## src/sbp_pkg.sv

```systemverilog
// register map, field layout, reset values and timing for the phy register bank
package sbp_pkg;

	// register indices; byte address on the bus is index times four
	localparam logic [3:0] REG_NODE     = 4'h0;
	localparam logic [3:0] REG_ROOTGAP  = 4'h1;
	localparam logic [3:0] REG_CAPS     = 4'h2;
	localparam logic [3:0] REG_SPEED    = 4'h3;
	localparam logic [3:0] REG_SELFID   = 4'h4;
	localparam logic [3:0] REG_EVENTS   = 4'h5;
	localparam logic [3:0] REG_WINSEL   = 4'h7;
	localparam logic [3:0] REG_PORTLINE = 4'h8;
	localparam logic [3:0] REG_PORTRATE = 4'h9;

	// field positions (bit 7 is the leftmost column)
	localparam int NODE_LSB     = 2;
	localparam int ROOT_BIT     = 1;
	localparam int POWER_BIT    = 0;
	localparam int HOLDOFF_BIT  = 7;
	localparam int FORCE_BIT    = 6;
	localparam int EXT_LSB      = 5;
	localparam int SPEED_LSB    = 5;
	localparam int LINKON_BIT   = 7;
	localparam int CONTEND_BIT  = 6;
	localparam int JITTER_LSB   = 3;
	localparam int RESUME_BIT   = 7;
	localparam int SHORT_BIT    = 6;
	localparam int LOOP_BIT     = 5;
	localparam int PWRLOST_BIT  = 4;
	localparam int TIMEOUT_BIT  = 3;
	localparam int PEVENT_BIT   = 2;
	localparam int ACCEL_BIT    = 1;
	localparam int MULTI_BIT    = 0;
	localparam int PAGE_LSB     = 5;
	localparam int ASTAT_LSB    = 6;
	localparam int BSTAT_LSB    = 4;
	localparam int CHILD_BIT    = 3;
	localparam int CONN_BIT     = 2;
	localparam int BIAS_BIT     = 1;
	localparam int DIS_BIT      = 0;
	localparam int RATE_LSB     = 5;
	localparam int INTEN_BIT    = 4;
	localparam int FAULT_BIT    = 3;

	// constants and reset values
	localparam logic [5:0] NODE_MISCONFIG = 6'h3f;
	localparam logic [5:0] GAP_RESET      = 6'h3f;
	localparam logic [2:0] EXT_CODE       = 3'h7;
	localparam logic [4:0] PORT_TOTAL     = 5'h03;
	localparam logic [2:0] MAX_SPEED      = 3'h2;
	localparam logic [3:0] DELAY_CODE     = 4'h0;
	localparam logic [2:0] JITTER_CODE    = 3'h0;
	localparam logic [2:0] PAGE_RESET     = 3'h0;
	localparam logic [3:0] PORTSEL_RESET  = 4'h0;
	localparam logic [2:0] PAGE_PORTSTAT  = 3'h0;
	localparam logic       LINKON_RESET   = 1'b1;
	localparam int         NUM_PORTS      = 3;

	// bus reset hold time
	localparam int CLK_PERIOD_NS  = 40;
	localparam int BUS_RESET_US   = 166;
	localparam int BUS_RESET_CYC  = (BUS_RESET_US * 1000) / CLK_PERIOD_NS;
	localparam int RESET_CNT_W    = 13;

	// live status of one cable port
	typedef struct packed {
		logic [1:0] lineA;
		logic [1:0] lineB;
		logic       child;
		logic       connected;
		logic       bias;
		logic [2:0] rate;
		logic       faultEvent;
		logic       resumeStart;
	} sbp_port_in_type;

	// self-id and arbitration controls handed to the core
	typedef struct packed {
		logic       linkBit;
		logic       contenderBit;
		logic [2:0] powerClass;
		logic       rootHoldoff;
		logic [5:0] gapSetting;
		logic       fastArb;
		logic       mixedSpeed;
	} sbp_ctrl_type;

endpackage

```

## src/sbp_register_bank.sv

```systemverilog
// register bank of the three-port cable phy behind an avalon-mm slave
module sbp_register_bank #(
	parameter int BUS_RESET_CYCLES = sbp_pkg::BUS_RESET_CYC
) (
	// clock and reset
	input  wire logic                   core_clk,
	input  wire logic                   resetn,
	// avalon-mm slave
	input  wire logic [7:0]             address,
	input  wire logic                   read,
	input  wire logic                   write,
	input  wire logic [3:0]             byteenable,
	input  wire logic [31:0]            writedata,
	output logic [31:0]                 readdata,
	output logic                        waitrequest,
	// status from the arbitration core
	input  wire logic [5:0]             nodeAddress,
	input  wire logic                   isRoot,
	input  wire logic                   cablePowerStatus,
	input  wire logic                   linkPowerStatus,
	input  wire logic                   loopDetected,
	input  wire logic                   arbTimeout,
	input  wire logic                   shortResetDone,
	input  wire sbp_pkg::sbp_port_in_type [2:0] portIn,
	// straps
	input  wire logic                   contenderStrapPin,
	input  wire logic [2:0]             powerStrapPins,
	// controls to the arbitration core
	output sbp_pkg::sbp_ctrl_type       ctrl,
	output logic                        busResetActive,
	output logic                        shortResetRequest,
	output logic                        linkTxInhibit,
	output logic [2:0]                  portDisabled
);

	typedef struct packed {
		logic                          waitReq;
		logic [31:0]                   rdData;
		logic                          strapDone;
		logic                          prevPower;
		logic                          rootHoldoff;
		logic                          forceReset;
		logic [sbp_pkg::RESET_CNT_W-1:0] resetCnt;
		logic [5:0]                    gap;
		logic                          linkOn;
		logic                          contender;
		logic [2:0]                    pwrClass;
		logic                          resumeEn;
		logic                          shortReq;
		logic                          loop;
		logic                          pwrLost;
		logic                          timeout;
		logic                          portEvent;
		logic                          accel;
		logic                          multi;
		logic [2:0]                    page;
		logic [3:0]                    portSel;
		logic [2:0]                    disabled;
		logic [2:0]                    intEn;
		logic [2:0]                    fault;
		logic [2:0]                    prevConn;
		logic [2:0]                    prevBias;
		logic [2:0]                    prevDis;
		logic [2:0]                    prevFault;
		logic                          selfIdL;
		logic                          txInhibit;
	} sbp_state_type;

	sbp_state_type st;
	sbp_state_type next_st;

	localparam logic [sbp_pkg::RESET_CNT_W-1:0] RESET_LAST =
		sbp_pkg::RESET_CNT_W'(BUS_RESET_CYCLES - 1);

	// write accepted to a given register index this cycle
	function automatic logic wrHit(input logic [3:0] idx);
		wrHit = write && !st.waitReq && byteenable[0]
			&& address[7:6] == 2'b00 && address[5:2] == idx;
	endfunction

	// per-port status byte fields, port index within range
	logic [2:0] portChange;
	logic       portValid;
	logic [1:0] portIdx;
	logic [7:0] regByte;
	logic [7:0] wd;
	logic       windowPort;

	assign wd = writedata[7:0];
	assign portIdx = st.portSel[1:0];
	assign portValid = st.portSel < 4'(sbp_pkg::NUM_PORTS);
	assign windowPort = st.page == sbp_pkg::PAGE_PORTSTAT && portValid;

	generate
		for (genvar p = 0; p < sbp_pkg::NUM_PORTS; p++) begin : g_change
			assign portChange[p] = st.intEn[p] &&
				(st.prevConn[p] != portIn[p].connected
				|| st.prevBias[p] != portIn[p].bias
				|| st.prevDis[p] != st.disabled[p]
				|| st.prevFault[p] != st.fault[p]);
		end
	endgenerate

	// read mux; reserved bits and unmapped addresses give zero
	always_comb begin
		regByte = 8'h00;
		if (address[7:6] != 2'b00) begin
			regByte = 8'h00;
		end else if (address[5:2] == sbp_pkg::REG_NODE) begin
			regByte[sbp_pkg::NODE_LSB +: 6] = nodeAddress;
			regByte[sbp_pkg::ROOT_BIT] = isRoot;
			regByte[sbp_pkg::POWER_BIT] = cablePowerStatus;
		end else if (address[5:2] == sbp_pkg::REG_ROOTGAP) begin
			regByte[sbp_pkg::HOLDOFF_BIT] = st.rootHoldoff;
			regByte[sbp_pkg::FORCE_BIT] = st.forceReset;
			regByte[5:0] = st.gap;
		end else if (address[5:2] == sbp_pkg::REG_CAPS) begin
			regByte[sbp_pkg::EXT_LSB +: 3] = sbp_pkg::EXT_CODE;
			regByte[4:0] = sbp_pkg::PORT_TOTAL;
		end else if (address[5:2] == sbp_pkg::REG_SPEED) begin
			regByte[sbp_pkg::SPEED_LSB +: 3] = sbp_pkg::MAX_SPEED;
			regByte[3:0] = sbp_pkg::DELAY_CODE;
		end else if (address[5:2] == sbp_pkg::REG_SELFID) begin
			regByte[sbp_pkg::LINKON_BIT] = st.linkOn;
			regByte[sbp_pkg::CONTEND_BIT] = st.contender;
			regByte[sbp_pkg::JITTER_LSB +: 3] = sbp_pkg::JITTER_CODE;
			regByte[2:0] = st.pwrClass;
		end else if (address[5:2] == sbp_pkg::REG_EVENTS) begin
			regByte[sbp_pkg::RESUME_BIT] = st.resumeEn;
			regByte[sbp_pkg::SHORT_BIT] = st.shortReq;
			regByte[sbp_pkg::LOOP_BIT] = st.loop;
			regByte[sbp_pkg::PWRLOST_BIT] = st.pwrLost;
			regByte[sbp_pkg::TIMEOUT_BIT] = st.timeout;
			regByte[sbp_pkg::PEVENT_BIT] = st.portEvent;
			regByte[sbp_pkg::ACCEL_BIT] = st.accel;
			regByte[sbp_pkg::MULTI_BIT] = st.multi;
		end else if (address[5:2] == sbp_pkg::REG_WINSEL) begin
			regByte[sbp_pkg::PAGE_LSB +: 3] = st.page;
			regByte[3:0] = st.portSel;
		end else if (address[5:2] == sbp_pkg::REG_PORTLINE) begin
			if (windowPort) begin
				regByte[sbp_pkg::ASTAT_LSB +: 2] = portIn[portIdx].lineA;
				regByte[sbp_pkg::BSTAT_LSB +: 2] = portIn[portIdx].lineB;
				regByte[sbp_pkg::CHILD_BIT] = portIn[portIdx].child;
				regByte[sbp_pkg::CONN_BIT] = portIn[portIdx].connected;
				regByte[sbp_pkg::BIAS_BIT] = portIn[portIdx].bias;
				regByte[sbp_pkg::DIS_BIT] = st.disabled[portIdx];
			end
		end else if (address[5:2] == sbp_pkg::REG_PORTRATE) begin
			if (windowPort) begin
				regByte[sbp_pkg::RATE_LSB +: 3] = portIn[portIdx].rate;
				regByte[sbp_pkg::INTEN_BIT] = st.intEn[portIdx];
				regByte[sbp_pkg::FAULT_BIT] = st.fault[portIdx];
			end
		end
	end

	always_comb begin
		next_st = st;
		// one wait cycle, then a single-cycle answer
		next_st.waitReq = !((read || write) && st.waitReq);
		if ((read || write) && st.waitReq) begin
			next_st.rdData = {24'h000000, regByte};
		end
		// straps caught on the first edge after reset release
		next_st.strapDone = 1'b1;
		if (!st.strapDone) begin
			next_st.contender = contenderStrapPin;
			next_st.pwrClass = powerStrapPins;
		end
		next_st.prevPower = cablePowerStatus;

		if (wrHit(sbp_pkg::REG_ROOTGAP)) begin
			next_st.rootHoldoff = wd[sbp_pkg::HOLDOFF_BIT];
			next_st.gap = wd[5:0];
		end
		// forced reset skips arbitration and runs for the full hold
		if (st.forceReset) begin
			next_st.resetCnt = st.resetCnt + 1'b1;
			if (st.resetCnt == RESET_LAST) begin
				next_st.forceReset = 1'b0;
				next_st.resetCnt = '0;
			end
		end else if (wrHit(sbp_pkg::REG_ROOTGAP)
				&& wd[sbp_pkg::FORCE_BIT]) begin
			next_st.forceReset = 1'b1;
			next_st.resetCnt = '0;
		end

		if (wrHit(sbp_pkg::REG_SELFID)) begin
			next_st.linkOn = wd[sbp_pkg::LINKON_BIT];
			next_st.contender = wd[sbp_pkg::CONTEND_BIT];
			next_st.pwrClass = wd[2:0];
		end

		// event register: clears first, hardware sets win after
		if (wrHit(sbp_pkg::REG_EVENTS)) begin
			next_st.resumeEn = wd[sbp_pkg::RESUME_BIT];
			next_st.accel = wd[sbp_pkg::ACCEL_BIT];
			next_st.multi = wd[sbp_pkg::MULTI_BIT];
			if (wd[sbp_pkg::SHORT_BIT]) begin
				next_st.shortReq = 1'b1;
			end
			if (wd[sbp_pkg::LOOP_BIT]) begin
				next_st.loop = 1'b0;
			end
			if (wd[sbp_pkg::PWRLOST_BIT]) begin
				next_st.pwrLost = 1'b0;
			end
			if (wd[sbp_pkg::TIMEOUT_BIT]) begin
				next_st.timeout = 1'b0;
			end
			if (wd[sbp_pkg::PEVENT_BIT]) begin
				next_st.portEvent = 1'b0;
			end
		end
		if (st.shortReq && shortResetDone) begin
			next_st.shortReq = 1'b0;
		end
		if (loopDetected) begin
			next_st.loop = 1'b1;
		end
		if (arbTimeout) begin
			next_st.timeout = 1'b1;
		end
		if (st.prevPower && !cablePowerStatus) begin
			next_st.pwrLost = 1'b1;
		end
		if (|portChange) begin
			next_st.portEvent = 1'b1;
		end
		for (int p = 0; p < sbp_pkg::NUM_PORTS; p++) begin
			if (st.resumeEn && portIn[p].resumeStart) begin
				next_st.portEvent = 1'b1;
			end
		end

		if (wrHit(sbp_pkg::REG_WINSEL)) begin
			next_st.page = wd[sbp_pkg::PAGE_LSB +: 3];
			next_st.portSel = wd[3:0];
		end
		for (int p = 0; p < sbp_pkg::NUM_PORTS; p++) begin
			if (wrHit(sbp_pkg::REG_PORTLINE) && windowPort
					&& portIdx == 2'(p)) begin
				next_st.disabled[p] = wd[sbp_pkg::DIS_BIT];
			end
			if (wrHit(sbp_pkg::REG_PORTRATE) && windowPort
					&& portIdx == 2'(p)) begin
				next_st.intEn[p] = wd[sbp_pkg::INTEN_BIT];
				if (wd[sbp_pkg::FAULT_BIT]) begin
					next_st.fault[p] = 1'b0;
				end
			end
			if (portIn[p].faultEvent) begin
				next_st.fault[p] = 1'b1;
			end
		end
		next_st.prevConn = {portIn[2].connected, portIn[1].connected,
			portIn[0].connected};
		next_st.prevBias = {portIn[2].bias, portIn[1].bias,
			portIn[0].bias};
		next_st.prevDis = st.disabled;
		next_st.prevFault = st.fault;
		next_st.selfIdL = st.linkOn && linkPowerStatus;
		next_st.txInhibit = nodeAddress == sbp_pkg::NODE_MISCONFIG;
	end

	always_ff @(posedge core_clk or negedge resetn) begin
		if (!resetn) begin
			st <= '0;
			st.waitReq <= 1'b1;
			st.gap <= sbp_pkg::GAP_RESET;
			st.linkOn <= sbp_pkg::LINKON_RESET;
			st.page <= sbp_pkg::PAGE_RESET;
			st.portSel <= sbp_pkg::PORTSEL_RESET;
		end else begin
			st <= next_st;
		end
	end

	assign readdata = st.rdData;
	assign waitrequest = st.waitReq;
	assign busResetActive = st.forceReset;
	assign shortResetRequest = st.shortReq;
	assign linkTxInhibit = st.txInhibit;
	assign portDisabled = st.disabled;
	assign ctrl = '{linkBit: st.selfIdL, contenderBit: st.contender,
		powerClass: st.pwrClass, rootHoldoff: st.rootHoldoff,
		gapSetting: st.gap, fastArb: st.accel, mixedSpeed: st.multi};

	// accepted writes as plain signals, so properties see sampled values
	logic rootGapWr;
	logic eventsWr;
	always_comb begin
		rootGapWr = wrHit(sbp_pkg::REG_ROOTGAP);
		eventsWr = wrHit(sbp_pkg::REG_EVENTS);
	end

	// helper: cycles that the forced reset has stood
	logic [sbp_pkg::RESET_CNT_W:0] holdCnt;
	always_ff @(posedge core_clk or negedge resetn) begin
		if (!resetn) begin
			holdCnt <= '0;
		end else if (busResetActive) begin
			holdCnt <= holdCnt + 1'b1;
		end else begin
			holdCnt <= '0;
		end
	end
endmodule

```

## config.mk

```make
export PLATFORM = sky130hd
export DESIGN_NAME = sbp_register_bank
export DESIGN_NICKNAME = d
export VERILOG_FILES = /design/src/sbp_pkg.sv /design/src/sbp_register_bank.sv
export SDC_FILE = /design/constraint.sdc
export NUM_CORES = 1
export LEC_CHECK = 0
export BUFFER_PORTS_ARGS = -buffer_cell sky130_fd_sc_hd__buf_2
export CAP_MARGIN = 20
export CORE_ASPECT_RATIO = 1.25
export CORE_MARGIN = 5
export CORE_UTILIZATION = 44
export DETAILED_ROUTE_END_ITERATION = 12
export PLACE_DENSITY = 0.75
export REMOVE_ABC_BUFFERS = 1
export SKIP_CTS_REPAIR_TIMING = 1
export SLEW_MARGIN = 20
export SYNTH_ARGS = -nofsm -noshare
export SYNTH_HDL_FRONTEND = slang
export SYNTH_SLANG_ARGS = --single-unit
```

## constraint.sdc

```tcl
create_clock -name core_clk -period 1.8 [get_ports core_clk]
set_input_delay 0.18 -clock core_clk [delete_from_list [all_inputs] [get_ports core_clk]]
set_output_delay 0.18 -clock core_clk [all_outputs]
set_load 0.005 [all_outputs]
```

==> metrics.cfg, run 1 <==
[outcome]
outcome=finished, violations left
failed_checks=setup timing

[flow_run]
timing.max_cap.violations=0

[yosys]
postSynthAreaPerCell_um2=9.75
synth_top_flop_cell=sky130_fd_sc_hd__dfrtp_1
yosysSeqAreaShare_pct=42.1
synth-edff-count=0
mappedNetlistArea_mm2=0.00448
synthCells=460
ys_types=58
synth_warnings=0
postSynthRegisterBits=75
synthArstFlopShare_pct=100

[sta]
unrepaired_setup_endpoints_after_global_routing=true
final_critical_path_setup_slack_ns=-0.00610
period_needed_ns=1.81
post-route-period-util_pct=100
totalNegativeSetupSlack_ns=-0.00610
setup_viol=1
fin_worst_skew_ns=0.00654
worst_slew_margin_rel_pct=56.2
finalMaxSlewViolations=0
worst_pin_slew_ns=0.657
report.final.hold_viol_count=0
maxClockFrequency_ghz=0.554

[critical_path]
worstPathCellList=or4_4, o41ai_4, buf_6, a31oi_1, o21ai_1, o31ai_1
cp_data_arrival_time_ns=2.03
crit_slowest_cell=sky130_fd_sc_hd__or4_4
critPathCaptureType=flip-flop
critical_path.n_buffers_inverters=1
worstSetupPathType=reg2reg
timing.critical_path.slowest_cell_delay_ns=0.55
cp.required_ns=2.02
critPathTopFamily=compound AO/OA/AOI/OAI gates
cp-start-kind=flip-flop
critical_path_peak_fanout=9

[die]
die-height_um=123
horizontal_die_dimension_um=100
boundaryPins=153
fp-row-count=41
core_region_area_mm2=0.0101
die_area_mm2=0.0123
initial_utilization_pct=44.6

[final_layout]
layout.nets=680
area.growth.synth_to_final_pct=25.4
seqCellArea_mm2=0.00189
multi_input_area_mm2=0.00225
drive_above_1_share_pct=36.2
layout_filler_cell_count=917
insertedDiodeCount=0
finalNonFillerCells=712

[cts]
clock_latency_ns=0.34
cts_tree=built
clk_transition_reported_paths_ns=0.06
clock-sinks=75
cts_inserted_buffers=9
htree_levels=3
clock_path_buffers=2
root_buffer=sky130_fd_sc_hd__clkbuf_16

[global_routing]
grt_pass1_wl_um=19000
grt_max_degree=27
global_route.usage.total_pct=19.9
global_route.overflow_total=0
vias_in_the_first_global_route=3897
grt_antenna_before_repair=0

[placed_design]
detailedPlacementHpwl_um=9240
buffer_ports.inserted=99
globalplace.congestion=0.953
dpl.cell_count=684

[min_path]
timing.hold.worst.class=in2reg

[routing]
drc=0
detailed_route_wl_um=12100
detailedRoute.firstPassIterationCount=5
drt-vias-per-instance=5.50
first_iter_violations=300
vias=3914
detail_route.wl_per_cell_um=17.0
ant_nets=0

[power]
power_leakage_nw=2.60
vdd.ir_drop.worst_mv=0.532
power.density_mw_per_mm2=737

## flip-flops by register name (all words and copies together), names as in the netlist
signal,count
busResetActive,1
ctrl,14
linkTxInhibit,1
next_st,3
portDisabled,3
portIdx,2
readdata,8
shortResetRequest,1
st,41
waitrequest,1
## logic make-up (layout without fill, tap and decap cells)
kind of cell             count (synthesis)  count (layout)  share of synthesized area [%]
XOR/XNOR                                12              12                           2.34
AO/OA/AOI/OAI                          122             122                           18.0
multiplexers                            44              44                           10.5
adder cells (fa/ha/maj)                  2               2                          0.558
buffers and inverters                   82             182                           11.8
AND/OR/NAND/NOR                        121             121                           14.5
other                                    2              25                          0.168
flip-flops                              75              75                           42.1
## report_power, final
group / switching [mW] / total, mW / internal, mW
sequential: 0.0531 / 1.81 / 1.76
combinational: 0.317 / 0.600 / 0.284
clock: 0.724 / 1.73 / 1.01
## Yosys cell counts (9+ instances only)
cell	count	share of area (%)
sky130_fd_sc_hd__dfrtp_1	67	37
sky130_fd_sc_hd__buf_4	51	8.5
sky130_fd_sc_hd__nand2_1	31	2.6
sky130_fd_sc_hd__o21ai_1	25	2.8
sky130_fd_sc_hd__nor2_1	23	1.9
sky130_fd_sc_hd__a21oi_1	20	2.2
sky130_fd_sc_hd__mux2i_1	19	4.2
sky130_fd_sc_hd__nand3_1	18	2.0
sky130_fd_sc_hd__o21ai_0	16	1.8
sky130_fd_sc_hd__mux2_2	15	3.8
sky130_fd_sc_hd__buf_2	12	1.3
sky130_fd_sc_hd__mux2_1	10	2.5
sky130_fd_sc_hd__a21o_1	9	1.5
## worst paths after layout
path | endpoint | start | depth (start not counted) | slack, ns
worst max register to register | st[59] | st[58] | 6 | -0.006
max in group asynchronous | ctrl[2] | resetn | 3 | 0.75
worst min register to register | st[2] | next_st[2] | 0 | 0.45
worst min-delay path | next_st[2] | portIn[1] | 2 | 0.009
worst max-delay path | st[59] | st[58] | 6 | -0.006
min in group asynchronous | linkTxInhibit | resetn | 2 | 0.41
## metal layers
metal | global-route usage, % | routed length (um) | vias up
li1 | - | - | 1835
met1 | 24.0 | 4760 | 1861
met2 | 33.3 | 6070 | 181
met3 | 4.95 | 946 | 37
met4 | 9.27 | 351 | 0
met5 | 0 | 0 | -
## final cells by class
class / count / share of cell area [%]
timing repair buffer: 158 / 17.8
clock buffer: 11 / 4.49
inverter: 8 / 0.534
clock inverter: 5 / 0.645
sequential: 75 / 33.6
tap: 129 / 2.87
multi-input combinational: 326 / 40.0
## through the flow
| step | util [%] | instance area (um2) | hold WS [ns] | setup slack (ns) | power, mW |
|---|---|---|---|---|---|
| after global placement | 50.9 | 5120 | 0.244 | -0.102 | 2.39 |
| final | 55.9 | 5620 | 0.00947 | -0.00610 | 4.15 |
| after global routing | 55.9 | 5620 | 0.0111 | -0.108 | 4.31 |
| after floorplan | - | 4070 | -0.116 | -0.289 | 2.06 |
| after detailed placement | 50.9 | 5120 | 0.255 | -0.143 | 2.40 |
| after CTS | 53.8 | 5410 | -0.115 | -0.172 | 4.13 |
## layout by cell type (no fill, tap or decap), types with 5 or more instances in the layout
cell type / instances
sky130_fd_sc_hd__nand2_1: 31
sky130_fd_sc_hd__conb_1: 25
sky130_fd_sc_hd__mux2_1: 6
sky130_fd_sc_hd__buf_4: 46
sky130_fd_sc_hd__dfstp_2: 8
sky130_fd_sc_hd__a22o_1: 6
sky130_fd_sc_hd__a21oi_1: 19
sky130_fd_sc_hd__clkbuf_16: 9
sky130_fd_sc_hd__o211ai_1: 8
sky130_fd_sc_hd__dfrtp_1: 66
sky130_fd_sc_hd__nor2b_1: 7
sky130_fd_sc_hd__a21o_1: 9
sky130_fd_sc_hd__nor2_1: 22
sky130_fd_sc_hd__and3_1: 5
sky130_fd_sc_hd__nand3_1: 17
sky130_fd_sc_hd__mux2i_1: 19
sky130_fd_sc_hd__mux2_2: 15
sky130_fd_sc_hd__buf_2: 99
sky130_fd_sc_hd__o21ai_1: 25
sky130_fd_sc_hd__o31ai_1: 8
sky130_fd_sc_hd__nand3b_1: 5
sky130_fd_sc_hd__nor3_1: 5
sky130_fd_sc_hd__xnor2_1: 8
sky130_fd_sc_hd__o21ai_0: 16
sky130_fd_sc_hd__inv_1: 8
sky130_fd_sc_hd__dlygate4sd3_1: 8
sky130_fd_sc_hd__a31oi_1: 7
## worst reg2reg max path, cell delays in order, from the launching register on
cell and delay [ns]:
sky130_fd_sc_hd__dfrtp_1 0.38, sky130_fd_sc_hd__or4_4 0.55, sky130_fd_sc_hd__o41ai_4 0.28, sky130_fd_sc_hd__buf_6 0.18, sky130_fd_sc_hd__a31oi_1 0.05, sky130_fd_sc_hd__o21ai_1 0.13
sky130_fd_sc_hd__o31ai_1 0.10
(Power assumes the default switching activity.)
==> run 2: changes to the inputs <==
--- a/config.mk
+++ b/config.mk
@@ -12,9 +12,8 @@
 export CORE_UTILIZATION = 44
 export DETAILED_ROUTE_END_ITERATION = 12
 export PLACE_DENSITY = 0.75
-export REMOVE_ABC_BUFFERS = 1
 export SKIP_CTS_REPAIR_TIMING = 1
-export SLEW_MARGIN = 20
+export SLEW_MARGIN = 5
 export SYNTH_ARGS = -nofsm -noshare
 export SYNTH_HDL_FRONTEND = slang
 export SYNTH_SLANG_ARGS = --single-unit
==> run 2 against run 1 <==
  * The run still ends with setup timing left
  * Hold slack better by 0.012 ns
  * Core utilization rose by 1.0 points
  * Clock-buffer cell count is 1 higher
  * Final cell count increased by 0.84%
  * Largest power group is now clock
==> metrics.cfg, run 2 (synthesis results as in run 1) <==
[final_layout]
seqCellArea_mm2=0.00189  ; unchanged
area.growth.synth_to_final_pct=27.8
flip_flop_count_of_the_largest_register_all_copies_and_words_added=41  ; unchanged
layout_filler_cell_count=891  ; -2.8%
largest_register=st
insertedDiodeCount=0  ; unchanged
multi_input_area_mm2=0.00227  ; +0.83%
layout_commonest_cell=sky130_fd_sc_hd__buf_2
drive_above_1_share_pct=37.0  ; +0.82 points
layout.nets=686  ; +0.88%
commonest_non_fill_non_tap_cells_in_the_layout=99 x sky130_fd_sc_hd__buf_2, 66 x sky130_fd_sc_hd__dfrtp_1, 53 x sky130_fd_sc_hd__buf_4, 31 x sky130_fd_sc_hd__nand2_1, 25 x sky130_fd_sc_hd__conb_1

[routing]
ant_nets=0  ; unchanged
first_iter_violations=243  ; -19%
drc=0  ; unchanged
detail_route.wl_per_cell_um=17.4  ; +2.2%
drt-vias-per-instance=5.48  ; -0.25%
detailed_route_wl_um=12500  ; +3.1%
vias=3937  ; +0.59%
detailedRoute.firstPassIterationCount=4  ; -1

[flow_run]
timing.max_cap.violations=0  ; unchanged

[sta]
post-route-period-util_pct=102  ; +1.4 points
final_critical_path_setup_slack_ns=-0.0307  ; -0.0246 ns
unrepaired_setup_endpoints_after_global_routing=true
report.final.hold_viol_count=0  ; unchanged
totalNegativeSetupSlack_ns=-0.0619  ; -0.0558 ns
fin_worst_skew_ns=0.00679  ; +0.000253 ns
setup_viol=4  ; +3
fin_worst_hold_slack_ns=0.0213  ; +0.0118 ns
period_needed_ns=1.83  ; +0.0246 ns
maxClockFrequency_ghz=0.546  ; -1.3%
finalMaxSlewViolations=0  ; unchanged

[global_routing]
grt_max_degree=76  ; +180%
vias_in_the_first_global_route=3988  ; +2.3%
global_route.overflow_total=0  ; unchanged
grt_antenna_before_repair=0  ; unchanged
grt_pass1_wl_um=19400  ; +2.2%
global_route.usage.total_pct=20.3  ; +0.34 points

[critical_path]
critical_path_peak_fanout=7  ; -2
critPathCaptureType=flip-flop
cp.required_ns=2.02  ; about the same
cp-start-kind=flip-flop
cp_data_arrival_time_ns=2.05  ; +0.02 ns
worstSetupPathType=reg2reg

[placed_design]
buffer_ports.inserted=99  ; unchanged
detailedPlacementHpwl_um=9280  ; +0.44%
globalplace.congestion=0.869  ; -8.8%

[cts]
cts_tree=built
root_buffer=sky130_fd_sc_hd__clkbuf_16
clock-sinks=75  ; unchanged
clk_transition_reported_paths_ns=0.06  ; about the same
clock_latency_ns=0.34  ; about the same
clock_path_buffers=2  ; unchanged
htree_levels=3  ; unchanged
cts_inserted_buffers=9  ; unchanged

[outcome]
failed_checks=setup timing
outcome=finished, violations left

[die]
die-height_um=123  ; unchanged
horizontal_die_dimension_um=100  ; unchanged
fp-row-count=41  ; unchanged
die_area_mm2=0.0123  ; unchanged
core_region_area_mm2=0.0101  ; unchanged
initial_utilization_pct=44.6  ; unchanged
boundaryPins=153  ; unchanged

[power]
vdd.ir_drop.worst_mv=0.465  ; -13%
power_leakage_nw=2.68  ; +3.2%
fin_total_pwr_mw=4.50  ; +8.5%
power.density_mw_per_mm2=785  ; +6.5%

[min_path]
timing.hold.worst.class=in2reg

## run 2: worst paths after layout
| kind | startpoint | end | slack, ns | depth (start not counted) |
|---|---|---|---|---|
| max in group asynchronous | resetn | ctrl[2] | 1.03 | 3 |
| worst max-delay path | st[58] | st[58] | -0.03 | 6 |
| worst max register to register | st[58] | st[58] | -0.03 | 6 |
| min in group asynchronous | resetn | readdata[5] | 0.41 | 3 |
| worst min-delay path | portIn[25] | next_st[4] | 0.02 | 2 |
| worst min register to register | next_st[4] | st[4] | 0.45 | 0 |
## run 2: critical path, cell delays in order, from the launching register on
cell and delay [ns]:
sky130_fd_sc_hd__dfrtp_1 0.38, sky130_fd_sc_hd__or4_4 0.55, sky130_fd_sc_hd__o41ai_4 0.30, sky130_fd_sc_hd__buf_6 0.20
sky130_fd_sc_hd__a21oi_1 0.05, sky130_fd_sc_hd__o21ai_1 0.14, sky130_fd_sc_hd__o21ai_1 0.09
## run 2: power breakdown
| group | total, mW | internal, mW | switching, mW | leakage, nW |
|---|---|---|---|---|
| Clock | 2.08 | 1.39 | 0.687 | 0.163 |
| Combinational | 0.601 | 0.286 | 0.315 | 1.60 |
| Sequential | 1.82 | 1.76 | 0.0568 | 0.920 |
| Total | 4.50 | 3.44 | 1.06 | 2.68 |
## run 2: metal layers
metal  vias up  GRT usage, %  part of all wire, %
met5         -             0                    0
met3        24          4.66                  6.6
met4         0          9.18                  2.5
met1      1928          23.7                   39
met2       142          35.1                   52
li1       1843             -                    -
## run 2: area by class of cell
class | count | area share [%]
multi-input cells | 326 | 39.6
flip-flops and latches | 75 | 33.0
repair buffers | 164 | 18.1
clock buffers | 12 | 4.30
well taps | 129 | 2.82
clock inverters | 4 | 1.70
inverters | 8 | 0.524
## run 2: through the flow
step / util [%] / instances / setup WS (ns) / instance area [um2]
2_1_floorplan: - / 483 / 0.0495 / 4570
3_3_place_gp: 51.1 / 688 / -0.115 / 5130
3_5_place_dp: 51.1 / 688 / -0.156 / 5130
4_1_cts: 54.5 / 704 / -0.162 / 5480
5_1_grt: 57.0 / 718 / -0.115 / 5730
6_report: 57.0 / 718 / -0.0307 / 5730
==> run 3: changes to the inputs <==
--- a/config.mk
+++ b/config.mk
@@ -11,8 +11,8 @@
 export CORE_MARGIN = 5
 export CORE_UTILIZATION = 44
 export DETAILED_ROUTE_END_ITERATION = 12
+export GPL_ROUTABILITY_DRIVEN = 0
 export PLACE_DENSITY = 0.75
-export SKIP_CTS_REPAIR_TIMING = 1
 export SLEW_MARGIN = 5
 export SYNTH_ARGS = -nofsm -noshare
 export SYNTH_HDL_FRONTEND = slang
==> run 3 against run 2 <==
  * The run still ends with setup timing left
  * Final cell count is the same
  * Non-clock buffer count is the same
  * Sequential share of layout area grew 0.29 points
  * Core utilization decreased by 0.50 points
  * Register-to-register slack about the same
  * Critical path depth stayed put
  * Via count fell by 0.25%
  * Global-route usage rose by 0.61 points
  * Sequential power about the same
  * Maximum frequency shrank 0.52%
  * Setup slack got worse by 0.0095 ns
  * Die area unchanged
  * Critical path type unchanged
  * Largest cell class unchanged
==> metrics.cfg, run 3 (synthesis results as in run 1) <==
[routing]
detailed_route_wl_um=12300  ; -1.9%
drt-vias-per-instance=5.47  ; -0.25%
vias=3927  ; -0.25%
detail_route.wl_per_cell_um=17.1  ; -1.9%
detailedRoute.firstPassIterationCount=5  ; +1
ant_nets=0  ; unchanged
first_iter_violations=312  ; +28%
drc=0  ; unchanged

[power]
vdd.ir_drop.worst_mv=0.468  ; +0.76%
power.density_mw_per_mm2=792  ; +0.84%
power_leakage_nw=2.66  ; -0.79%

[placed_design]
detailedPlacementHpwl_um=9280  ; unchanged
dpl-instance-area_mm2=0.00513  ; unchanged
pre_cts_slack_ns=-0.156  ; unchanged
buffer_ports.inserted=99  ; unchanged

[global_routing]
grt.busiest_layer=met2
global_route.usage.total_pct=20.9  ; +0.61 points
global_route.overflow_total=0  ; unchanged
grt_antenna_before_repair=0  ; unchanged
grt_max_degree=76  ; unchanged
global_route_met3_usage_pct=4.43  ; -0.23 points
grt_pass1_wl_um=19900  ; +2.9%
vias_in_the_first_global_route=4068  ; +2.0%
met1_usage_pct=24.3  ; +0.62 points
gr-usage-met2_pct=36.7  ; +1.6 points

[critical_path]
critical_path_peak_fanout=6  ; -1
crit-reg2reg-launch=st[58]
timing.reg2reg.setup_slack_ns=-0.04  ; about the same
crit_start=st[58]
cp.required_ns=2.03  ; about the same
worstSetupPathType=reg2reg
rr_worst_depth=6  ; unchanged
r2r_end=st[61]
crit_slowest_cell=sky130_fd_sc_hd__or4_4
cp_data_arrival_time_ns=2.07  ; +0.02 ns
critPathCaptureType=flip-flop
cp-start-kind=flip-flop
worstPathCellList=or4_4, o41ai_4, buf_2, a31oi_1, o21ai_1, o31ai_1
timing.critical_path.slowest_cell_delay_ns=0.55  ; about the same

[final_layout]
multi_input_area_mm2=0.00222  ; -2.1%
postLayoutCellArea_mm2=0.00568  ; -0.87%
layout_commonest_cell=sky130_fd_sc_hd__buf_2
drive_above_1_share_pct=35.5  ; -1.5 points
area.growth.synth_to_final_pct=26.7
insertedDiodeCount=0  ; unchanged
commonest_non_fill_non_tap_cells_in_the_layout=100 x sky130_fd_sc_hd__buf_2, 66 x sky130_fd_sc_hd__dfrtp_1, 52 x sky130_fd_sc_hd__buf_4, 31 x sky130_fd_sc_hd__nand2_1
largest_register=st
seqCellArea_mm2=0.00189  ; unchanged
flip_flop_count_of_the_largest_register_all_copies_and_words_added=41  ; unchanged
layout.nets=686  ; unchanged
layout_filler_cell_count=897  ; +0.67%
finish.utilization_pct=56.5  ; -0.50 points

[cts]
root_buffer=sky130_fd_sc_hd__clkbuf_16
clk_transition_reported_paths_ns=0.06  ; about the same
htree_levels=3  ; unchanged
cts_inserted_buffers=9  ; unchanged
clock_path_buffers=2  ; unchanged
clock_latency_ns=0.34  ; about the same
clock-sinks=75  ; unchanged
cts_tree=built

[min_path]
whs_path_depth=2  ; unchanged
hold_path.startpoint=portIn[25]
timing.hold.worst.class=in2reg
whs_endpoint=next_st[4]

[die]
fp-row-count=41  ; unchanged
die_area_mm2=0.0123  ; unchanged
boundaryPins=153  ; unchanged
horizontal_die_dimension_um=100  ; unchanged
core_region_area_mm2=0.0101  ; unchanged
initial_utilization_pct=44.6  ; unchanged
die-height_um=123  ; unchanged

[sta]
period_needed_ns=1.84  ; +0.00953 ns
finalMaxSlewViolations=0  ; unchanged
maxClockFrequency_ghz=0.543  ; -0.52%
post-route-period-util_pct=102  ; +0.53 points
fin_worst_skew_ns=0.00687  ; +0.0000768 ns
report.final.hold_viol_count=0  ; unchanged
setup_viol=6  ; +2
unrepaired_setup_endpoints_after_global_routing=true
final_critical_path_setup_slack_ns=-0.0403  ; -0.00953 ns

[outcome]
outcome=finished, violations left
failed_checks=setup timing

[flow_run]
timing.max_cap.violations=0  ; unchanged

run 3: changes by cell type in the layout (fill, tap and decap cells not counted), moves of 2 or more:
cell / change
sky130_fd_sc_hd__nor2_2: -2
sky130_fd_sc_hd__nor2_1: +2
sky130_fd_sc_hd__a21oi_1: +2
sky130_fd_sc_hd__a21oi_2: -2
sky130_fd_sc_hd__o21ai_2: -2
sky130_fd_sc_hd__o21ai_1: +2
run 3: routing by layer:
metal | vias up | part of all wire [%]
li1 | 1848 | -
met1 | 1932 | 39
met2 | 124 | 52
met3 | 23 | 6.0
met4 | 0 | 2.8
met5 | - | 0
run 3: repair_timing:
| action | in CTS | in global routing |
|---|---|---|
| gates resized for setup | 10 | 6 |
| hold buffers | 9 | 0 |
| hold endpoints to repair | 75 | 0 |
| endpoints found under the setup margin | 35 | 31 |
| cloned | 0 | 1 |
| setup buffers | 1 | 3 |
| pin swaps | 0 | 3 |
run 3: per-stage QoR:
| stage | setup TNS, ns | std cells | power (mW) | hold WS, ns |
|---|---|---|---|---|
| floorplan | 0 | 483 | 2.17 | -0.116 |
| global placement | -1.50 | 688 | 2.39 | 0.241 |
| detailed placement | -2.22 | 688 | 2.40 | 0.253 |
| CTS | 0 | 714 | 4.52 | 0.00697 |
| global route | -0.794 | 718 | 4.67 | 0.0154 |
| finish | -0.0870 | 718 | 4.50 | 0.0202 |
run 3: where the power goes:
group	switching [mW]	internal, mW
Clock	0.691	1.39
Sequential	0.0567	1.76
Combinational	0.311	0.285
Total	1.06	3.44
run 3: worst max-delay path by stage:
stage	end	slack, ns	depth (start not counted)
after floorplan	st[59]	0.05	6
after global placement	portDisabled[1]	-0.12	5
after detailed placement	portDisabled[2]	-0.16	5
after CTS	st[59]	0.007	6
after global routing	st[59]	-0.1	6
final	st[61]	-0.04	6
run 3: cell type report:
cell class | count | share of cell area (%)
multi-input cells | 326 | 39.1
flip-flops and latches | 75 | 33.3
repair buffers | 164 | 18.2
clock buffers | 12 | 4.34
well taps | 129 | 2.84
clock inverters | 4 | 1.72
inverters | 8 | 0.529
run 3: worst max-delay path: cells and delay by family, from the launching register on:
family | cells | cell delay, ns
AO/OA/AOI/OAI | 4 | 0.57
flip-flops | 1 | 0.38
buffers and inverters | 1 | 0.24
AND/OR/NAND/NOR | 1 | 0.55
